===== src/hw/blcc_pkg.sv =====
// Constants for the battery lockout / charge host controller.
// Assumes a 40 MHz core clock and a classic Wishbone register port.
package blcc_pkg;
    localparam int CLK_PERIOD_NS = 25;
    // Battery monitor settle time after the pass transistor turns off
    localparam int SETTLE_TIME_NS = 1000;
    localparam int SETTLE_CYC = (SETTLE_TIME_NS + CLK_PERIOD_NS - 1) / CLK_PERIOD_NS;

    localparam int ADR_W = 8;
    localparam logic [7:0] ADR_CTRL = 8'h00;
    localparam logic [7:0] ADR_PULSE = 8'h04;
    localparam logic [7:0] ADR_STATUS = 8'h08;

    // Control register fields
    localparam int CTRL_HOLD = 0;
    localparam int CTRL_OSC = 1;
    localparam int CTRL_NICKEL = 2;
    localparam int CTRL_CHARGE = 3;
    localparam int CTRL_TERM = 4;
    localparam int CTRL_W = 5;
    localparam logic [4:0] CTRL_RST = 5'h00;

    // Pulse register: on-time low half, off-time high half, in clock cycles
    localparam int PULSE_W = 16;
    localparam logic [15:0] PULSE_ON_RST = 16'h0400;
    localparam logic [15:0] PULSE_OFF_RST = 16'h0400;

    // Status register fields
    localparam int ST_READY = 0;
    localparam int ST_ADAPTER = 1;
    localparam int ST_DONE = 2;
    localparam int ST_FINISHED = 3;
    localparam int ST_MONITOR = 4;
    localparam int ST_STATE_LSB = 8;

    typedef enum logic [4:0] {
        S_IDLE = 5'b00001,
        S_LI = 5'b00010,
        S_NI_ON = 5'b00100,
        S_NI_OFF = 5'b01000,
        S_STOP = 5'b10000
    } blcc_state_t;
endpackage


===== src/hw/blcc_host.sv =====
// Host-side controller driving the charger and power-hold pins of a
// handset power-management device; status and orders over Wishbone.
// Assumes the device pins arrive asynchronously and the battery monitor
// is digitised outside into a single "final voltage reached" level.
//
// Behaviour
// - Processor finds chemistry after startup and then sets charger mode.
// - Lithium: hold mode-disable low; device charges at 160 mV full current.
// - After charge-done processor may continue, or end with both pins high.
// - Nickel: drive mode-disable high; gate drive handed to processor.
// - Nickel: sample monitor only with pass transistor off; stop at final voltage.
//
// The implementer's own choices: the Wishbone register port and the placing of the registers.
`timescale 1ns/1ps
module blcc_host
    import blcc_pkg::*;
(
    input wire logic core_clk,
    input wire logic reset,
    input wire logic wb_cyc_i,
    input wire logic wb_stb_i,
    input wire logic wb_we_i,
    input wire logic [blcc_pkg::ADR_W-1:0] wb_adr_i,
    input wire logic [3:0] wb_sel_i,
    input wire logic [31:0] wb_dat_i,
    output logic [31:0] wb_dat_o,
    output logic wb_ack_o,
    input wire logic device_reset_n,
    input wire logic adapter_detect,
    input wire logic charge_done,
    input wire logic battery_final_in,
    output logic power_hold_in,
    output logic oscillator_supply_enable,
    output logic lithium_mode_disable,
    output logic gate_override_in
);
    typedef struct packed {
        blcc_state_t state;
        logic [CTRL_W-1:0] ctrl;
        logic [PULSE_W-1:0] on_len;
        logic [PULSE_W-1:0] off_len;
        logic [PULSE_W-1:0] cnt;
        logic [3:0] sync1;
        logic [3:0] sync2;
        logic finished;
        logic hold;
        logic osc;
        logic mdis;
        logic gate;
        logic ack;
        logic [31:0] dat;
    } blcc_regs_t;

    blcc_regs_t r_reg;
    blcc_regs_t r_next;

    function automatic logic [31:0] merge_bytes(input logic [31:0] old_v,
                                                input logic [31:0] new_v,
                                                input logic [3:0] sel);
        logic [31:0] res;
        res = old_v;
        for (int i = 0; i < 4; i++) begin
            if (sel[i]) begin
                res[i*8 +: 8] = new_v[i*8 +: 8];
            end
        end
        return res;
    endfunction

    logic ready;
    logic adapter;
    logic done;
    logic at_final;
    logic monitor_on;
    logic wr;
    logic rd;
    logic [31:0] ctrl_word;
    logic [31:0] pulse_word;
    logic [31:0] status_word;
    logic [31:0] wr_ctrl;
    logic [31:0] wr_pulse;

    assign ready = r_reg.sync2[0];
    assign adapter = r_reg.sync2[1];
    assign done = r_reg.sync2[2];
    assign at_final = r_reg.sync2[3];
    assign monitor_on = r_reg.hold & r_reg.osc;
    assign wr = wb_cyc_i & wb_stb_i & wb_we_i & ~r_reg.ack;
    assign rd = wb_cyc_i & wb_stb_i & ~r_reg.ack;
    assign ctrl_word = {27'h0000000, r_reg.ctrl};
    assign pulse_word = {r_reg.off_len, r_reg.on_len};
    assign status_word = {19'h00000, r_reg.state, 3'h0, monitor_on, r_reg.finished,
                          done, adapter, ready};
    assign wr_ctrl = merge_bytes(ctrl_word, wb_dat_i, wb_sel_i);
    assign wr_pulse = merge_bytes(pulse_word, wb_dat_i, wb_sel_i);

    always_comb begin
        r_next = r_reg;
        r_next.sync1 = {battery_final_in, charge_done, adapter_detect, device_reset_n};
        r_next.sync2 = r_reg.sync1;
        r_next.ack = rd;
        r_next.dat = 32'h00000000;
        if (rd && !wb_we_i) begin
            case (wb_adr_i)
                ADR_CTRL: r_next.dat = ctrl_word;
                ADR_PULSE: r_next.dat = pulse_word;
                ADR_STATUS: r_next.dat = status_word;
                default: r_next.dat = 32'h00000000;
            endcase
        end
        if (wr && wb_adr_i == ADR_CTRL) begin
            r_next.ctrl = wr_ctrl[CTRL_W-1:0];
        end
        if (wr && wb_adr_i == ADR_PULSE) begin
            r_next.on_len = wr_pulse[PULSE_W-1:0];
            r_next.off_len = wr_pulse[2*PULSE_W-1:PULSE_W];
        end
        if (wr && wb_adr_i == ADR_STATUS && wb_sel_i[0] && wb_dat_i[ST_FINISHED]) begin
            r_next.finished = 1'b0;
        end
        r_next.cnt = r_reg.cnt + 16'h0001;
        case (r_reg.state)
            S_IDLE: begin
                r_next.cnt = 16'h0000;
                // Chemistry is only applied once the processor side is out of reset
                if (ready && adapter && r_reg.ctrl[CTRL_CHARGE]) begin
                    r_next.state = r_reg.ctrl[CTRL_NICKEL] ? S_NI_ON : S_LI;
                end
            end
            S_LI: begin
                if (done && r_reg.ctrl[CTRL_TERM]) begin
                    r_next.state = S_STOP;
                end
            end
            S_NI_ON: begin
                if (r_reg.cnt >= r_reg.on_len) begin
                    r_next.state = S_NI_OFF;
                    r_next.cnt = 16'h0000;
                end
            end
            S_NI_OFF: begin
                // Sample only after the monitor settled with the transistor off
                if (r_reg.cnt == 16'(SETTLE_CYC) && monitor_on && at_final) begin
                    r_next.state = S_STOP;
                end else if (r_reg.cnt >= r_reg.off_len) begin
                    r_next.state = S_NI_ON;
                    r_next.cnt = 16'h0000;
                end
            end
            S_STOP: begin
                r_next.finished = 1'b1;
                r_next.cnt = 16'h0000;
            end
            default: r_next.state = S_IDLE;
        endcase
        // Losing the adapter, reset or the enable abandons any charge phase
        if (!ready || !adapter || !r_reg.ctrl[CTRL_CHARGE]) begin
            r_next.state = S_IDLE;
        end
        r_next.hold = r_reg.ctrl[CTRL_HOLD];
        r_next.osc = r_reg.ctrl[CTRL_OSC];
        case (r_next.state)
            S_LI: begin
                r_next.mdis = 1'b0;
                r_next.gate = 1'b0;
            end
            S_NI_ON: begin
                r_next.mdis = 1'b1;
                r_next.gate = 1'b0;
            end
            default: begin
                r_next.mdis = 1'b1;
                r_next.gate = 1'b1;
            end
        endcase
    end

    always_ff @(posedge core_clk) begin
        if (reset) begin
            r_reg <= '{state: S_IDLE, ctrl: CTRL_RST, on_len: PULSE_ON_RST,
                       off_len: PULSE_OFF_RST, mdis: 1'b1, gate: 1'b1, default: '0};
        end else begin
            r_reg <= r_next;
        end
    end

    assign wb_dat_o = r_reg.dat;
    assign wb_ack_o = r_reg.ack;
    assign power_hold_in = r_reg.hold;
    assign oscillator_supply_enable = r_reg.osc;
    assign lithium_mode_disable = r_reg.mdis;
    assign gate_override_in = r_reg.gate;
endmodule // blcc_host


===== config.mk =====
export PLATFORM = sky130hd
export DESIGN_NAME = blcc_host
export DESIGN_NICKNAME = d
export VERILOG_FILES = /design/src/hw/blcc_pkg.sv /design/src/hw/blcc_host.sv
export SDC_FILE = /design/constraint.sdc
export NUM_CORES = 1
export LEC_CHECK = 0
export BUFFER_PORTS_ARGS = -buffer_cell sky130_fd_sc_hd__buf_2
export CORE_MARGIN = 5
export CORE_UTILIZATION = 50
export DETAILED_ROUTE_END_ITERATION = 12
export PLACE_DENSITY = 0.85
export SYNTH_ARGS = -nofsm -noshare
export SYNTH_HDL_FRONTEND = slang
export SYNTH_SLANG_ARGS = --single-unit

===== constraint.sdc =====
create_clock -name core_clk -period 2.3 [get_ports core_clk]
set_input_delay 0.23 -clock core_clk [delete_from_list [all_inputs] [get_ports core_clk]]
set_output_delay 0.23 -clock core_clk [all_outputs]
set_load 0.03 [all_outputs]

==> results.md <==
- IO buf count: 89
- Worst min path class: primary input to flop
- Achievable clock frequency: 0.4276 GHz
- EDFF count, synth: 0
- Clock transition at the registers of the reported paths: 0.10 ns
- Initial Utilization: 50.60%
- Place WS: -0.1816 ns
- CTS tree: done
- Seq. cell area: 2103 um^2
- Largest net degree at the start of global routing: 37
- Layout Nets: 734
- Violated checks: setup timing
- Mapped Avg Cell Area: 8.678 um^2
- Via count: 4,303
- Cell count after synthesis: 562
- Synth async-reset ratio: 0%
- Routability Congestion: 0.9240
- Die Y: 108.8 um
- Setup-failing EPs final: 16
- Syn Std Cell Area: 4877 um^2
- Tcrit/Tclk final: 101.7%
- DRC: 0
- Clock buffer count from CTS: 9
- Congestion Overflow GR: 0
- Status: finished, violations left
- Root buffer cell: clkbuf_8
- Final WL: 12,920 um
- Crit path cell chain: inv_2 -> ha_4 -> nand4_1 -> buf_4 -> buf_4 -> buf_4 -> buf_4 -> buf_4 -> nor2_2 -> a2bb2oi_2 -> a31oi_4 -> o21a_4 -> nor3_2
- I/O pin total: 90
- Most frequent cell on the critical path: buf_4
- Final Max Slew Viols: 0
- Core area: 9639 um^2
- DR iter-0 viols: 541
- Synth cell types: 46
- Leakage power: 2.354 nW
- Crit path largest cell delay: 0.36 ns
- Max Root-Sink Buffers: 2
- Top_reg_cell synth: dfxtp_1
- Leading area contributor after synthesis: dfxtp_1
- Hold Violations, Final: 0
- Crit. End Element: flop
- Post-synthesis sequential area ratio: 42.69%
- Synthesis-to-finish area growth: 20.55%
- Unrepaired setup endpoints after global routing: yes
- Share of cells above drive strength 1: 31.75%
- Minimum clock period: 2.339 ns
- Tot GR Track Use: 21.19%
- Most frequent cells in the layout: dfxtp_1 (89), buf_2 (89), nand2_1 (52)
- Area occupied by multi-input gates: 2510 um^2
- Pwr Total: 2.999 mW
- Non-Filler Instances: 785
- CTS sink cnt: 104
- Max-cap violations: 0
- Vias in the first global route: 4,089
- Clock Latency Late Sink: 0.38 ns
- First-pass DRT Iterations: 8
- Worst Tran Pin Value: 0.7037 ns
- Critical path peak fanout: 8
- Data required, critical path: 2.55 ns
- Worst EP arrival: 2.59 ns
- Max IR drop VDD: 0.2618 mV
- WL/cell: 16.45 um
- #FFs+latches synth: 104
- CP Launch Type: flop
- FILL cells: 790
- Vias per cell: 5.482
- Post-DP HPWL: 9198 um
- Critical path class: flop to flop
- Worst Skew: 0.01239 ns
- Die W: 108.8 um
- Ys Warns: 0
- Setup TNS: -0.4326 ns
- Cell Rows: 36
- Slack of the critical path: -0.03871 ns
- Hold buffer count at CTS: 0
- Top-area cell type share of the netlist area: 42.69%
- Mapped Nets: 649
- Post-DRT Antenna Nets: 0
- H-tree lvl count: 3
- Synth top area cells: dfxtp_1 (43%), ha_1 (8.7%), a21oi_1 (5.1%)
- Inserted Diodes: 0
- Initial antenna violation count: 0
- Max-Slew Margin vs Limit: 52.99%
- Die area: 11,830 um^2
- Slowest CP cell: dfxtp_2
- First-pass GRT wire length: 19,730 um
- Inst Count DP: 756
- Cell Pwr Density: 510.0 nW/um^2
==> cell families after synthesis <==
kind of cell / count (synthesis) / share of synthesized area [%]
compound gates: 83 / 10.36
xor+xnor: 15 / 2.694
fa+ha+maj: 34 / 8.722
buf+inv: 98 / 10.42
flops: 104 / 42.69
mux: 9 / 1.847
simple gates: 219 / 23.27
==> what timing repair did <==
action | 4_1_cts | 5_1_grt
resized for setup | 34 | 18
endpoints found under the setup margin | 17 | 19
hold endpoints to repair | 0 | 0
setup buffers | 12 | 0
pin swaps | 11 | 10
gates cloned | 1 | 0
==> power by group <==
| group | total [mW] | switching, mW | leakage [nW] | internal, mW |
|---|---|---|---|---|
| Sequential | 1.81 | 0.00263 | 0.846 | 1.81 |
| Clock | 1.07 | 0.664 | 0.0890 | 0.407 |
| Combinational | 0.120 | 0.0719 | 1.42 | 0.0485 |
==> worst paths after layout <==
| path | endpoint | slack, ns | cells past startpoint | from |
|---|---|---|---|---|
| worst max register to register | r_reg[57] | -0.04 | 13 | pulse_word[11] |
| worst min-delay path | r_next[38] | 0.05 | 2 | device_reset_n |
| worst max-delay path | r_reg[57] | -0.04 | 13 | pulse_word[11] |
| worst min register to register | done | 0.44 | 1 | r_next[40] |
==> per-stage QoR <==
step / hold WS (ns) / area, um^2 / utilization, %
global route: 0.05315 / 5879 / 60.99
CTS: 0.04743 / 5776 / 59.92
floorplan: 0.3138 / 4877 / -
detailed placement: 0.4231 / 5365 / 55.66
finish: 0.05242 / 5879 / 60.99
global placement: 0.4182 / 5365 / 55.66
==> critical path: cells and delay by family (launching register included) <==
| family | cells | cell delay (ns) |
|---|---|---|
| AO/OA/AOI/OAI | 3 | 0.57 |
| adder cells (fa/ha/maj) | 1 | 0.27 |
| buffers and inverters | 6 | 0.69 |
| flip-flops | 1 | 0.36 |
| AND/OR/NAND/NOR | 3 | 0.30 |
==> area by class of cell <==
class / count / area share, %
clock inverters: 7 / 0.9577
well taps: 133 / 2.830
flip-flops and latches: 104 / 35.77
clock buffers: 9 / 2.107
multi-input cells: 361 / 42.69
repair buffers: 130 / 13.02
inverters: 41 / 2.618
==> metal layers <==
metal	track usage, %	wire [um]	part of all wire [%]	up-vias
met5	0	0	0	-
li1	-	-	-	2067
met4	8.296	292	2.3	0
met1	28.49	5630	44	1991
met3	3.493	1014	7.9	29
met2	34.07	5977	46	216
==> cell usage after synthesis, types with 2 or more instances <==
cell       count
mux2i_1        9
ha_1          34
and4_1         2
buf_4         32
o21ai_0        7
o211ai_1       2
xor2_1         9
nand2b_1       3
inv_1         41
nor2b_1       13
a21oi_1       50
buf_2          3
clkbuf_1      21
o21a_1         3
a2111oi_0      2
xnor2_1        6
nor3_2        10
dfxtp_1      104
nand3_1       46
and3_1         3
nor2_1        34
nand3b_1       6
nand2_1       53
a2bb2oi_1      2
nand4_1        6
or4_1          2
a22oi_1        5
a31oi_1        2
nor3_1        30
nor4_1         5
a21o_1         2
(Power assumes the default switching activity.)
